### src/hw/tssync_cfg.svh
/*
 * Constants of the timer slave-sync and burst block: register offsets,
 * field positions, mode codes, reset values and timing counts.
 * Assumes inclusion by bare name from the design module.
 */
`ifndef TSSYNC_CFG_SVH
`define TSSYNC_CFG_SVH

// Register word offsets (byte addresses, one aligned word each)
`define TSS_OFF_CTRL1      8'h00
`define TSS_OFF_CTRL2      8'h04
`define TSS_OFF_SMODE      8'h08
`define TSS_OFF_IER        8'h0c
`define TSS_OFF_STATUS     8'h10
`define TSS_OFF_CHCFG      8'h18
`define TSS_OFF_POL        8'h20
`define TSS_OFF_CNT        8'h24
`define TSS_OFF_PSC        8'h28
`define TSS_OFF_ARR        8'h2c
`define TSS_OFF_CMP1       8'h34
`define TSS_OFF_BDTR       8'h44
`define TSS_OFF_BCTRL      8'h48
`define TSS_OFF_BWIN       8'h4c
`define TSS_OFF_DEBUG      8'h50
// Slave mode codes
`define TSS_SMS_RESET      4'h4
`define TSS_SMS_GATED      4'h5
`define TSS_SMS_TRIG       4'h6
`define TSS_SMS_RSTTRIG    4'h8
// Trigger select codes
`define TSS_TS_CH1         5'h05
`define TSS_TS_CH2         5'h06
// Channel select code that maps the channel onto its own input
`define TSS_CHSEL_OWN      2'h1
// Field positions
`define TSS_CTRL1_CEN      0
`define TSS_CTRL1_URS      2
`define TSS_IER_UIE        0
`define TSS_IER_TIE        6
`define TSS_IER_UDE        8
`define TSS_IER_TDE        14
`define TSS_ST_UIF         0
`define TSS_ST_TIF         6
`define TSS_POL_CH1P       1
`define TSS_POL_CH1NP      3
`define TSS_POL_CH2P       5
`define TSS_POL_CH2NP      7
`define TSS_BDTR_IDLE_OFFSTATE_SEL      10
`define TSS_BDTR_MOE       15
// Reset values
`define TSS_ARR_RESET      16'hffff
// Resynchroniser depth on the trigger input (flip-flop stages)
`define TSS_SYNC_STAGES    2
`endif

### src/hw/tssync_pkg.sv
/*
 * Types shared by the timer slave-sync and burst block.
 * Assumes the cfg header is on the include path.
 */
package tssync_pkg;
    // Register port request from software or the DMA side
    typedef struct packed {
        logic [7:0]  addr;   // Byte address
        logic [15:0] wdata;  // Write data
        logic        wr;     // Write strobe
        logic        rd;     // Read strobe
    } tss_req_s;

    // Burst engine states, Gray coded along idle -> request -> wait
    typedef enum logic [1:0] {
        TSS_B_IDLE = 2'b00,
        TSS_B_REQ  = 2'b01,
        TSS_B_WAIT = 2'b11
    } tss_burst_e;
endpackage

### src/hw/tssync_core.sv
/*
 * Slave-mode synchronisation controller of a general purpose timer with
 * a small counter core, the DMA burst engine and debug freeze of the
 * outputs. One clock, synchronous active-low reset.
 * Assumes channel inputs are asynchronous pins and the DMA controller
 * answers each request by one access to the burst window register.
 */
// Implementation choices: the placing of the registers and the plain strobed port.
//
// What this block does
// - Reset mode edge clears counter and prescaler
// - Reset trigger with source-select low updates preloads
// - Reset trigger restarts counting upward from zero
// - Trigger sets flag, raises enabled irq/dma
// - Gated mode counts only while input active
// - Gated mode never runs with enable bit clear
// - Gated mode flags both start and stop
// - Trigger mode edge starts counter, sets flag
// - Select 00101 picks channel 1, 00110 channel 2
// - Polarity bits pick rising or low/falling
// - Trigger input resynchronised, fixed short delay
// - Combined mode edge resets, updates, starts counter
// - Event launches DMA burst through window register
// - Five-bit length sets transfers per burst
// - Five-bit base is offset from control 1
// - Burst accesses walk consecutive registers
// - Debug halt freezes counter if freeze bit set
// - Frozen counter disables outputs like enable cleared
// - Idle off-state selects inactive drive or release
// - Combined mode selected by code 1000
// - Trigger mode sets enable bit by hardware
`timescale 1ns/1ns
`default_nettype none
`include "tssync_cfg.svh"

module tssync_core #(
    parameter int CNT_W = 16                // Counter width
) (
    // Clock and reset
    input  wire logic                  CLOCK,
    input  wire logic                  RESETN,
    // Register port
    input  wire tssync_pkg::tss_req_s  REQ,
    output logic [15:0]                RDATA,
    // Channel pins and debug
    input  wire logic                  CH1_PIN,
    input  wire logic                  CH2_PIN,
    input  wire logic                  DEBUG_HALT,
    input  wire logic                  DEBUG_FREEZE_BIT,
    // DMA and interrupt requests
    output logic                       BURST_DMA_REQ,
    output logic                       TRIG_DMA_REQ,
    output logic                       TRIG_IRQ,
    // Output stage
    output logic                       OC1_OUT,
    output logic                       OC1_OE
);
    // Software registers
    logic [15:0]      ctrl1_reg;            // Counter enable, update source
    logic [15:0]      smode_reg;            // Trigger select, slave mode
    logic [15:0]      ier_reg;              // Interrupt/DMA enables
    logic [15:0]      status_reg;           // Sticky flags
    logic [1:0]       chsel_reg;            // Channel 1 select
    logic [15:0]      pol_reg;              // Channel polarity bits
    logic [CNT_W-1:0] cnt_reg;              // Counter
    logic [15:0]      psc_reg;              // Prescaler preload
    logic [15:0]      psc_act_reg;          // Active prescaler
    logic [15:0]      psc_cnt_reg;          // Prescaler counter
    logic [CNT_W-1:0] arr_reg;              // Auto-reload preload
    logic [CNT_W-1:0] arr_act_reg;          // Active auto-reload
    logic [CNT_W-1:0] cmp_reg;              // Compare preload
    logic [CNT_W-1:0] cmp_act_reg;          // Active compare
    logic [15:0]      bdtr_reg;             // Main output enable, off-state
    logic [15:0]      bctrl_reg;            // Burst base and length
    logic [4:0]       bidx_reg;             // Burst transfer index
    tssync_pkg::tss_burst_e bstate_reg;     // Burst engine state

    // Field views
    logic [3:0] slave_mode_sel;                        // Slave mode code
    logic [4:0] tsel;                       // Trigger select code
    logic [4:0] blen;                       // Burst length minus one
    logic [4:0] bbase;                      // Burst base offset
    assign slave_mode_sel   = {smode_reg[15], smode_reg[2:0]};
    assign tsel  = smode_reg[8:4];
    assign bbase = bctrl_reg[4:0];
    assign blen  = bctrl_reg[12:8];

    // Resynchronisers on the pins; first stage read only by the second
    logic [`TSS_SYNC_STAGES-1:0] ch1_sync;  // Channel 1 chain
    logic [`TSS_SYNC_STAGES-1:0] ch2_sync;  // Channel 2 chain
    logic                        trg_prev;  // Trigger level one cycle ago

    // Two flops per pin before any logic reads them
    always_ff @(posedge CLOCK) begin
        if (!RESETN) begin
            ch1_sync <= '0;
            ch2_sync <= '0;
        end else begin
            ch1_sync <= {ch1_sync[0], CH1_PIN};
            ch2_sync <= {ch2_sync[0], CH2_PIN};
        end
    end

    // Trigger routing and polarity; TSS_POL_CH1P set to 1 inverts to active-low
    logic ch1_filt;                         // Channel 1 after polarity
    logic ch2_filt;                         // Channel 2 after polarity
    logic trg_lvl;                          // Selected trigger, active high
    logic trg_edge;                         // Active edge pulse
    always_comb begin
        ch1_filt = (chsel_reg == `TSS_CHSEL_OWN) &&
                   (ch1_sync[1] ^ pol_reg[`TSS_POL_CH1P]);
        ch2_filt = ch2_sync[1] ^ pol_reg[`TSS_POL_CH2P];
        case (tsel)
            `TSS_TS_CH1: trg_lvl = ch1_filt;
            `TSS_TS_CH2: trg_lvl = ch2_filt;
            default:     trg_lvl = 1'b0;    // Other sources not wired here
        endcase
    end
    assign trg_edge = trg_lvl && !trg_prev;

    // Remember the trigger level for edge and gate-change detection
    always_ff @(posedge CLOCK) begin
        if (!RESETN) begin
            trg_prev <= 1'b0;
        end else begin
            trg_prev <= trg_lvl;
        end
    end

    // Slave mode decode
    logic is_reset;                         // Reset mode
    logic is_gated;                         // Gated mode
    logic is_trig;                          // Trigger mode
    logic is_rt;                            // Combined reset + trigger
    logic slave_rst;                        // Counter reinit request
    logic slave_evt;                        // Trigger flag event
    logic frozen;                           // Debug freeze in force
    logic run;                              // Counter may advance
    assign is_reset  = (slave_mode_sel == `TSS_SMS_RESET);
    assign is_gated  = (slave_mode_sel == `TSS_SMS_GATED);
    assign is_trig   = (slave_mode_sel == `TSS_SMS_TRIG);
    assign is_rt     = (slave_mode_sel == `TSS_SMS_RSTTRIG);
    assign slave_rst = trg_edge && (is_reset || is_rt);
    // Gated mode flags the counter starting and stopping
    assign slave_evt = is_gated ? ((trg_lvl != trg_prev) && ctrl1_reg[`TSS_CTRL1_CEN])
                                : (trg_edge && (is_reset || is_trig || is_rt));
    assign frozen    = DEBUG_HALT && DEBUG_FREEZE_BIT;
    // Gate needs both the enable bit and the active level
    assign run = ctrl1_reg[`TSS_CTRL1_CEN] && !frozen &&
                 (!is_gated || trg_lvl);

    // Prescaler tick and overflow
    logic psc_tick;                         // Counter advance enable
    logic ovf;                              // Counter overflow
    logic upd_evt;                          // Update event (reload)
    logic upd_flag;                         // Update flag source
    logic sw_cnt_wr;                        // Software counter write
    logic bus_wr;                           // Effective write strobe
    logic [7:0]  wr_addr;                   // Effective write address
    logic [15:0] wr_data;                   // Effective write data
    assign psc_tick = run && (psc_cnt_reg == psc_act_reg);
    assign ovf      = psc_tick && (cnt_reg == arr_act_reg);
    // Slave reinit updates only when source-select is low
    assign upd_evt  = ovf || (slave_rst && !ctrl1_reg[`TSS_CTRL1_URS]);
    assign upd_flag = upd_evt;

    // Burst window redirect: a window access becomes an access to base+index
    logic        win_hit;                   // Access hits the window
    logic [7:0]  win_addr;                  // Redirected register address
    assign win_hit  = (REQ.wr || REQ.rd) && (REQ.addr == `TSS_OFF_BWIN);
    assign win_addr = {1'b0, 5'(bbase + bidx_reg), 2'b00};
    assign bus_wr   = REQ.wr;
    assign wr_addr  = win_hit ? win_addr : REQ.addr;
    assign wr_data  = REQ.wdata;
    assign sw_cnt_wr = bus_wr && (wr_addr == `TSS_OFF_CNT);

    // Prescaler counter; cleared on slave reinit with the counter
    always_ff @(posedge CLOCK) begin
        if (!RESETN) begin
            psc_cnt_reg <= '0;
        end else if (slave_rst) begin
            psc_cnt_reg <= '0;
        end else if (psc_tick) begin
            psc_cnt_reg <= '0;
        end else if (run) begin
            psc_cnt_reg <= psc_cnt_reg + 16'h0001;
        end
    end

    // Counter: slave reinit wins over counting and software writes
    always_ff @(posedge CLOCK) begin
        if (!RESETN) begin
            cnt_reg <= '0;
        end else if (slave_rst) begin
            cnt_reg <= '0;
        end else if (sw_cnt_wr) begin
            cnt_reg <= wr_data[CNT_W-1:0];
        end else if (ovf) begin
            cnt_reg <= '0;
        end else if (psc_tick) begin
            cnt_reg <= cnt_reg + CNT_W'(1);
        end
    end

    // Shadow registers load from preloads on update
    always_ff @(posedge CLOCK) begin
        if (!RESETN) begin
            arr_act_reg <= CNT_W'(`TSS_ARR_RESET);
            cmp_act_reg <= '0;
            psc_act_reg <= '0;
        end else if (upd_evt) begin
            arr_act_reg <= arr_reg;
            cmp_act_reg <= cmp_reg;
            psc_act_reg <= psc_reg;
        end
    end

    // Control 1: trigger and combined modes set the enable bit themselves
    always_ff @(posedge CLOCK) begin
        if (!RESETN) begin
            ctrl1_reg <= '0;
        end else begin
            if (bus_wr && wr_addr == `TSS_OFF_CTRL1) begin
                ctrl1_reg <= wr_data;
            end
            if (trg_edge && (is_trig || is_rt)) begin
                ctrl1_reg[`TSS_CTRL1_CEN] <= 1'b1;
            end
        end
    end

    // Plain software registers; reserved slots absorb writes silently
    always_ff @(posedge CLOCK) begin
        if (!RESETN) begin
            smode_reg <= '0;
            ier_reg   <= '0;
            chsel_reg <= '0;
            pol_reg   <= '0;
            psc_reg   <= '0;
            arr_reg   <= CNT_W'(`TSS_ARR_RESET);
            cmp_reg   <= '0;
            bdtr_reg  <= '0;
            bctrl_reg <= '0;
        end else if (bus_wr) begin
            case (wr_addr)
                `TSS_OFF_SMODE: smode_reg <= wr_data;
                `TSS_OFF_IER:   ier_reg   <= wr_data;
                `TSS_OFF_CHCFG: chsel_reg <= wr_data[1:0];
                `TSS_OFF_POL:   pol_reg   <= wr_data;
                `TSS_OFF_PSC:   psc_reg   <= wr_data;
                `TSS_OFF_ARR:   arr_reg   <= wr_data[CNT_W-1:0];
                `TSS_OFF_CMP1:  cmp_reg   <= wr_data[CNT_W-1:0];
                `TSS_OFF_BDTR:  bdtr_reg  <= wr_data;
                `TSS_OFF_BCTRL: bctrl_reg <= wr_data;
                default:        ;           // Reserved: no effect
            endcase
        end
    end

    // Status: hardware set wins over software clear (write 0 clears)
    always_ff @(posedge CLOCK) begin
        if (!RESETN) begin
            status_reg <= '0;
        end else begin
            if (bus_wr && wr_addr == `TSS_OFF_STATUS) begin
                status_reg <= status_reg & wr_data;
            end
            if (slave_evt) begin
                status_reg[`TSS_ST_TIF] <= 1'b1;
            end
            if (upd_flag) begin
                status_reg[`TSS_ST_UIF] <= 1'b1;
            end
        end
    end

    // Burst engine: update event launches length+1 window transfers
    always_ff @(posedge CLOCK) begin
        if (!RESETN) begin
            bstate_reg <= tssync_pkg::TSS_B_IDLE;
            bidx_reg   <= '0;
        end else begin
            case (bstate_reg)
                tssync_pkg::TSS_B_IDLE: begin
                    if (upd_evt && ier_reg[`TSS_IER_UDE]) begin
                        bidx_reg   <= '0;
                        bstate_reg <= tssync_pkg::TSS_B_REQ;
                    end
                end
                tssync_pkg::TSS_B_REQ: begin
                    bstate_reg <= tssync_pkg::TSS_B_WAIT;
                end
                tssync_pkg::TSS_B_WAIT: begin
                    if (win_hit) begin
                        if (bidx_reg == blen) begin
                            bstate_reg <= tssync_pkg::TSS_B_IDLE;
                        end else begin
                            bidx_reg   <= bidx_reg + 5'h01;
                            bstate_reg <= tssync_pkg::TSS_B_REQ;
                        end
                    end
                end
                default: bstate_reg <= tssync_pkg::TSS_B_IDLE;
            endcase
        end
    end

    // Request outputs, all registered
    always_ff @(posedge CLOCK) begin
        if (!RESETN) begin
            BURST_DMA_REQ <= 1'b0;
            TRIG_DMA_REQ  <= 1'b0;
            TRIG_IRQ      <= 1'b0;
        end else begin
            BURST_DMA_REQ <= (bstate_reg == tssync_pkg::TSS_B_REQ);
            TRIG_DMA_REQ  <= slave_evt && ier_reg[`TSS_IER_TDE];
            TRIG_IRQ      <= (status_reg[`TSS_ST_TIF] && ier_reg[`TSS_IER_TIE]) ||
                             (status_reg[`TSS_ST_UIF] && ier_reg[`TSS_IER_UIE]);
        end
    end

    // Output stage: freeze acts as main enable cleared
    logic moe_eff;                          // Main enable after debug
    assign moe_eff = bdtr_reg[`TSS_BDTR_MOE] && !frozen;
    always_ff @(posedge CLOCK) begin
        if (!RESETN) begin
            OC1_OUT <= 1'b0;
            OC1_OE  <= 1'b0;
        end else if (moe_eff) begin
            OC1_OUT <= (cnt_reg >= cmp_act_reg);
            OC1_OE  <= 1'b1;
        end else begin
            OC1_OUT <= 1'b0;                // Inactive level
            OC1_OE  <= bdtr_reg[`TSS_BDTR_IDLE_OFFSTATE_SEL]; // Else released
        end
    end

    // Read data, valid the cycle after the strobe
    logic [7:0] rd_addr;                    // Effective read address
    assign rd_addr = win_hit ? win_addr : REQ.addr;
    always_ff @(posedge CLOCK) begin
        if (!RESETN) begin
            RDATA <= '0;
        end else if (REQ.rd) begin
            case (rd_addr)
                `TSS_OFF_CTRL1:  RDATA <= ctrl1_reg;
                `TSS_OFF_SMODE:  RDATA <= smode_reg;
                `TSS_OFF_IER:    RDATA <= ier_reg;
                `TSS_OFF_STATUS: RDATA <= status_reg;
                `TSS_OFF_CHCFG:  RDATA <= {14'h0000, chsel_reg};
                `TSS_OFF_POL:    RDATA <= pol_reg;
                `TSS_OFF_CNT:    RDATA <= 16'(cnt_reg);
                `TSS_OFF_PSC:    RDATA <= psc_reg;
                `TSS_OFF_ARR:    RDATA <= 16'(arr_reg);
                `TSS_OFF_CMP1:   RDATA <= 16'(cmp_reg);
                `TSS_OFF_BDTR:   RDATA <= bdtr_reg;
                `TSS_OFF_BCTRL:  RDATA <= bctrl_reg;
                `TSS_OFF_DEBUG:  RDATA <= {14'h0000, frozen, DEBUG_HALT};
                default:         RDATA <= '0;
            endcase
        end else begin
            RDATA <= '0;
        end
    end
endmodule
`default_nettype wire

### config.mk
export PLATFORM = sky130hd
export DESIGN_NAME = tssync_core
export DESIGN_NICKNAME = d
export VERILOG_FILES = /design/src/hw/tssync_pkg.sv /design/src/hw/tssync_core.sv
export VERILOG_INCLUDE_DIRS = /design/src /design/src/hw
export SDC_FILE = /design/constraint.sdc
export NUM_CORES = 1
export LEC_CHECK = 0
export BUFFER_PORTS_ARGS = -buffer_cell sky130_fd_sc_hd__buf_4
export CORE_AREA = 2 2 142 200
export CTS_BUF_LIST = sky130_fd_sc_hd__clkbuf_8
export CTS_CLUSTER_DIAMETER = 200
export DETAILED_ROUTE_END_ITERATION = 16
export DIE_AREA = 0 0 144 202
export HOLD_SLACK_MARGIN = 0.02
export PLACE_DENSITY = 0.64
export SYNTH_ARGS = -nofsm -noshare
export SYNTH_HDL_FRONTEND = slang
export SYNTH_SLANG_ARGS = --single-unit
export TNS_END_PERCENT = 50
### constraint.sdc
create_clock -name CLOCK -period 3.67 [get_ports CLOCK]
set_input_delay 0.1835 -clock CLOCK [delete_from_list [all_inputs] [get_ports CLOCK]]
set_output_delay 0.1835 -clock CLOCK [all_outputs]
set_load 0.01 [all_outputs]
==> results.md, run 1 <==
- Clk network pwr share: around 44%
- Main synth FF type: dfxtp_1
- Crit-path max FO: 7
- Synth top area share: 43.6%
- P_int: 4.41 mW
- Post-synth ARST share: 0%
- Initial antenna violation count: 0
- Sw frac: roughly a quarter
- Setup violators final: 0
- Hold WS: about 67 ps
- Fin nets: about 1700
- Post-synthesis sequential area ratio: 43.6%
- Layout cell share with drive strength beyond 1: around an eighth
- Total CTS buffers: 44
- Clk sinks: between 200 and 300
- EDFF count, synth: 0
- Seq pwr share: just over 50%
- Critical path class: register to register
- CTS Buffer Depth: 3
- GPL Wtd Cong: roughly 0.96
- Max_cap viols: 0
- Max-Slew Margin vs Limit: 33.1%
- Peak VDD IR: between 0.2 and 0.3 mV
- Detailed placer's ending HPWL: 29.7 mm
- Gr usage total: a little under 30%
- Seq cells post-synth: 275
- Met1 WL: roughly 17 mm
- # IOs: between 50 and 60
- Remaining Overflow, GRT: 0
- Setup Skew: ~25 ps
- Critical Path RT: around 4200 ps
- Pleak: slightly above 5 nW
- ANT cells: 0
- Metal3 WL: approximately 2.9 mm
- Uppermost layer routed: met4
- Die area: slightly below 30000 um^2
- Netlist Area Pre-Place: around 13000 um^2
- Core area: 27300 um^2
- Count of different cell masters after synthesis: just over 70
- P_sw: roughly 1.4 mW
- DR WL met2: between 20 and 25 mm
- Mean Syn Cell Area: a little over 8 um^2
- Fin. max-slew vios: 0
- First-pass GRT wire length: roughly 66 mm
- Via/cell ratio: a little under 6
- Remaining antenna violation count: 0
- Max Freq: around 280 MHz
- Cell accounting for the most synthesized area: dfxtp_1
- Crit end category: register
- Synthesized Nets: about 1600
- Clock latency on the worst-skew pair: about 600 ps
- Largest net degree at the start of global routing: 91
- Fill count: 2601
- Post-layout min period: ~3500 ps
- Post-route DRC: 0
- Clock root buffer: clkbuf_8
- Synth Warn #: 0
- Gate power share: between 4 and 5%
- Data arrival time at the worst-slack endpoint: approximately 4000 ps
- Via count: between 10000 and 15000
- Vias in the first global route: between 10000 and 15000
- Status: completed
- Synth Instances: 1537
- CTS tree: built
- Die Wd: about 140 um
- Power, Total: approximately 6 mW
- Worst-Margin Slew: between 1000 and 1500 ps
- Clock-pin transition on the worst setup and hold timing paths: about 70 ps
- Port Buffers: 52
- Hold Crit Class: input port to register
- Final Hold Fails: 0
- Layout area overhead: 15.0%
- PD cells: around 400 nW/um^2
- WL per Instance: ~22 um
- Final period util: between 90% and 100%
- Startpoint types: register
- Largest cells by area after synthesis: dfxtp_1 (44%), nand2_1 (7.7%), a21oi_1 (6.6%)
- Core Rows: between 70 and 80
- Initial core utilization: between 40% and 50%
- Die height: slightly above 200 um
- Drt pass-1 iters: 7
- Total Wirelength: about 43 mm
- H-tree Lvls: 2
- Initial DRC Count: roughly 1300
## layer usage
metal  vias up  GRT usage (%)
met1      5679           38.1
met4         0           17.1
met5         -              0
met2       514           47.3
li1       5561              -
met3       133           4.31
## path summary, 6_finish.rpt
kind,slack [ps],cells after the start,from,end
setup / recovery,130,11,bctrl_reg[0]$_SDFFE_PN0P_,RDATA[13]$_SDFF_PN0_
hold / removal,70,3,REQ[1],cnt_reg[3]$_SDFFE_PP0P_
hold reg to reg,450,1,ch1_sync[0]$_SDFF_PN0_,ch1_sync[1]$_SDFF_PN0_
setup reg to reg,130,11,bctrl_reg[0]$_SDFFE_PN0P_,RDATA[13]$_SDFF_PN0_
## power by group through the flow
stage | Combinational, mW | Clock [mW] | Sequential (mW)
2_1_floorplan | 0.140 | 0 | 3.06
3_3_place_gp | 0.252 | 0 | 3.07
3_5_place_dp | 0.251 | 0 | 3.07
4_1_cts | 0.267 | 2.60 | 3.00
5_1_grt | 0.287 | 2.75 | 3.00
6_report | 0.275 | 2.58 | 3.00
## critical path: stages, from the launching register on
cell	delay [ps]
dfxtp_1	330
ha_1	250
fa_1	460
a211oi_1	330
nor3_1	170
o32ai_4	310
buf_4	220
o21ai_0	180
nor2_1	560
a222oi_1	210
and3_1	230
a31oi_1	190
## through the flow
step	util, %	setup slack (ps)	instance area [um^2]	instances	TNS [ps]
after global routing	53.2	-5.25	14500	1993	-5.25
after detailed placement	49.4	-27.2	13500	1899	-27.2
final	53.2	129	14500	1993	0
after global placement	49.4	-46.3	13500	1899	-46.3
after floorplan	-	470	12600	1537	0
after CTS	53.1	69.8	14500	1993	0
## kinds of logic after synthesis
group	count (synthesis)	share of synthesized area, %
and+or+nand+nor	611	21.9
muxes	35	2.77
DFF	275	43.6
adders and majority gates	25	2.53
xor gates and xnor gates	55	3.81
AOI/OAI and AO/OA	383	20.1
buffers and inverters	153	5.30
## cell usage after synthesis, drive strengths merged, types with 8 or more instances
cell type and instances:
a22o 9, a31oi 18, a211oi 9, mux2i 35, nand3 123, a221oi 17
o211a 15, inv 37, dfxtp 275, and3 14, o21ai 34, ha 24
nand4 16, and2 12, xnor2 46, nor2 131, xor2 9, nor2b 8
a222oi 9, a21o 10, o311ai 10, a22oi 34, a21oi 167, clkbuf 74
nand2 260, a221o 9, nor3 17, buf 42
## cell usage in the layout (no fill, tap or decap), types with 15 or more instances in the layout
master,synthesis,routed
nand2_1,259,257
a31oi_1,18,18
nand3_1,122,122
a221oi_1,17,16
nor2_1,128,126
xnor2_1,46,45
mux2i_1,35,35
o21ai_0,34,34
o211a_1,15,15
clkbuf_8,0,48
nand4_1,16,16
inv_1,36,56
a22oi_1,34,34
a21oi_1,167,167
buf_4,9,104
dlygate4sd3_1,0,18
ha_1,24,24
dfxtp_1,275,275
## cell type report
cell class	instances	area [um^2]	share of cell area (%)
Timing Repair Buffer	126	1040	7.16
Clock buffer	48	661	4.55
Clock inverter	28	171	1.18
Sequential cell	275	5510	37.9
Multi-Input combinational cell	1109	6550	45.1
Inverter	37	141	0.973
Tap cell	370	463	3.19
## repair_timing
action,in CTS,in global routing
gates resized for setup,1,10
gates cloned,0,0
pin swaps,1,2
hold buffers,18,0
buffers inserted,0,0
endpoints found under the hold margin,156,0
endpoints found under the setup margin,1,51
No activity file was read; power rests on OpenSTA's default activity.
==> inputs of run 2 (changes only) <==
Settings changed: ABC_AREA set to 1, CORE_AREA 2 2 142 200 to 2 2 145 204, DIE_AREA 0 0 144 202 to 0 0 147 206, SLEW_MARGIN set to 30.
==> run 2 against run 1 <==
  * Global-route usage decreased by 2.3 points
  * Via count rose by 6.0%
  * Final cell count is 18% higher
  * Clock power increased by 3%
  * Register-to-register slack better by 420 ps
  * Total power increased by 1.3%
  * Critical path depth up 1
  * Hold slack better by 15 ps
  * Die area increased by 4.1%
  * Critical path type unchanged
  * Highest routed layer unchanged
==> results.md, run 2 <==
- Clock root buffer: clkbuf_8
- H-tree Lvls: 2 (unchanged)
- Cells after DPL: 2249 (+18%)
- Final Hold Fails: 0 (unchanged)
- Peak VDD IR: 0.269 mV (-8.6%)
- PD cells: 396 nW/um^2 (-1.8%)
- Buffer count from post-CTS setup fixing: 0 (unchanged)
- Synth Warn #: 0 (unchanged)
- Post-synth ARST share: 0% (unchanged)
- Commonest cells post-synth: nand2_1 (286), dfxtp_1 (275), nand3_1 (242), inv_1 (233), o21ai_0 (199)
- Via count: 12606 (+6.0%)
- Post-route DRC: 0 (unchanged)
- Max Freq: 321 MHz (+14%)
- Crit end category: register
- WL per Instance: 17.6 um (-19%)
- Clock latency on the worst-skew pair: 590 ps (about the same)
- Clk sinks: 275 (unchanged)
- Fin cells: 2350 (+18%)
- Count of different cell masters after synthesis: 36 (-49%)
- Synth Instances: 1899 (+24%)
- RSZ-0062 raised after global routing: false
- Hold Crit Class: input port to register
- Final period util: 84.9% (-12 points)
- Most frequent cells in the layout: nand2_1 (286), dfxtp_1 (275), inv_1 (247)
- Core area: 28700 um^2 (+5.2%)
- Setup Skew: 27.6 ps (+2.66 ps)
- Fin. max-slew vios: 0 (unchanged)
- Design Area, Final: 15000 um^2 (+3.2%)
- Total CTS buffers: 44 (unchanged)
- Total Wirelength: 41.3 mm (-4.2%)
- Initial core utilization: 46.2% (-0.11 points)
- Startpoint types: register
- CTS Buffer Depth: 3 (unchanged)
- Port Buffers: 52 (unchanged)
- Fill count: 2925 (+12%)
- Vias in the first global route: 11941 (+6.6%)
- Mean Syn Cell Area: 6.98 um^2 (-15%)
- Synth top area share: 41.5% (-2.0 points)
- Worst-Margin Slew: 1010 ps (+8.95 ps)
- Fin nets: 1995 (+21%)
- Most common cell in the synthesized netlist: nand2_1
- First-pass GRT wire length: 65.2 mm (-1.2%)
- Cell accounting for the most synthesized area: dfxtp_1
- Initial antenna violation count: 0 (unchanged)
- Crit-path max FO: 40 (+33)
- Seq cells post-synth: 275 (unchanged)
- Core Rows: 74 (+2.8%)
- Gr usage total: 27.4% (-2.3 points)
- Largest cells by area after synthesis: dfxtp_1 (42%), nand3_1 (9.1%), nand2_1 (8.1%)
- Data arrival time at the worst-slack endpoint: 3550 ps (-480 ps)
- Netlist Area Pre-Place: 13300 um^2 (+4.9%)
- Critical path class: register to register
- Most common cell after layout, fill and taps aside: nand2_1
- Power, Total: 5.94 mW (+1.3%)
- Setup ws final: 554 ps (+425 ps)
- # IOs: 53 (unchanged)
- Post-synthesis sequential area ratio: 41.5% (-2.0 points)
- Pleak: 6.69 nW (+31%)
- ANT cells: 0 (unchanged)
- Final TNS setup: 0 ps (unchanged)
- Layout cell share with drive strength beyond 1: 8.93% (-3.0 points)
- Layout area overhead: 13.1%
- Main synth FF type: dfxtp_1
- Max_cap viols: 0 (unchanged)
- Largest net degree at the start of global routing: 112 (+23%)
- Via/cell ratio: 5.36 (-10%)
- Clock-pin transition on the worst setup and hold timing paths: 60 ps (about the same)
- Post-placement cell area: 13900 um^2 (+3.0%)
- EDFF count, synth: 0 (unchanged)
- Synthesized Nets: 1956 (+23%)
- Max-Slew Margin vs Limit: 32.5% (-0.60 points)
- Status: completed
- CTS tree: built
- Drt pass-1 iters: 5 (-2)
- Die Wd: 147 um (+2.1%)
- GPL Wtd Cong: 0.959 (-0.35%)
- Setup violators final: 0 (unchanged)
- Reg2reg setup slack: 550 ps (+420 ps)
- Initial DRC Count: 942 (-27%)
- Die height: 206 um (+2.0%)
- Post-layout min period: 3120 ps (-425 ps)
- Remaining Overflow, GRT: 0 (unchanged)
- Remaining antenna violation count: 0 (unchanged)
- Dpl ws: 619 ps (+646 ps)
- Critical Path RT: 4100 ps (-60 ps)
- Die area: 30300 um^2 (+4.1%)
- Detailed placer's ending HPWL: 29.2 mm (-1.6%)
==> run 2: cell count changes after synthesis, sizes merged, moves of 20 or more <==
cell    previous run  this run
nand2            260       292
xnor2             46        10
o211ai             2        33
inv               37       238
o21ai             34       209
nor2             131       187
a21oi            167       190
a22oi             34         0
xor2               9        29
nand3            123       246
mux2i             35         0
==> run 2: final timing paths <==
path                                                    to                      from  cells past startpoint
worst min register to register      ch1_sync[1]$_SDFF_PN0_    ch1_sync[0]$_SDFF_PN0_                      2
worst max-delay path            smode_reg[12]$_SDFFE_PN0P_  bidx_reg[0]$_SDFFE_PN0P_                     12
worst max register to register  smode_reg[12]$_SDFFE_PN0P_  bidx_reg[0]$_SDFFE_PN0P_                     12
worst min-delay path                   RDATA[0]$_SDFF_PN0_                DEBUG_HALT                      7
==> run 2: cells by family after synthesis <==
logic type,synth area share [%]
compound gates,17.6
xor+xnor,2.58
fa+ha+maj,2.42
buf+inv,10.7
flops,41.5
simple gates,25.1
==> run 2: per-stage QoR <==
step / hold slack [ps] / util [%]
CTS: 62.2 / 52.2
global placement: 363 / 48.4
floorplan: 281 / -
finish: 81.8 / 52.2
detailed placement: 371 / 48.4
global route: 112 / 52.2
==> run 2: layout make-up <==
class,instances,area [um^2],area share (%)
flip-flops and latches,275,5510,36.7
inverters,240,903,6.02
well taps,380,475,3.17
clock inverters,23,128,0.851
multi-input cells,1271,6340,42.3
clock buffers,55,757,5.05
repair buffers,106,882,5.88
==> run 2: power by group <==
part	total [mW]	internal [mW]	leakage, nW	switching (mW)
sequential	3.00	2.99	2.22	0.00448
combinational	0.267	0.0786	3.97	0.188
clock	2.67	1.42	0.508	1.25
total	5.94	4.49	6.69	1.45
==> run 2: critical path: stages (launching register included) <==
cell and delay (ps):
dfxtp_1 370, ha_1 240, fa_1 410, xor2_1 160, nand3_1 80, nand2_1 80, inv_1 100, nand2_1 120
nor2_4 240, buf_12 250, nand3_2 480, o21ai_0 340, a21oi_1 70
==> run 2: what timing repair did <==
| item | in CTS | in global routing |
|---|---|---|
| resized for setup | 0 | 0 |
| hold buffers | 23 | 0 |
| endpoints found under the hold margin | 139 | 0 |
==> run 2: metal layers <==
layer | up-vias | wire length, um | global-route usage, %
met1 | 5814 | 17000 | 33.5
met2 | 383 | 19800 | 47.5
met4 | 0 | 2230 | 14.0
li1 | 6304 | - | -
met5 | - | 0 | 0
met3 | 105 | 2200 | 3.55
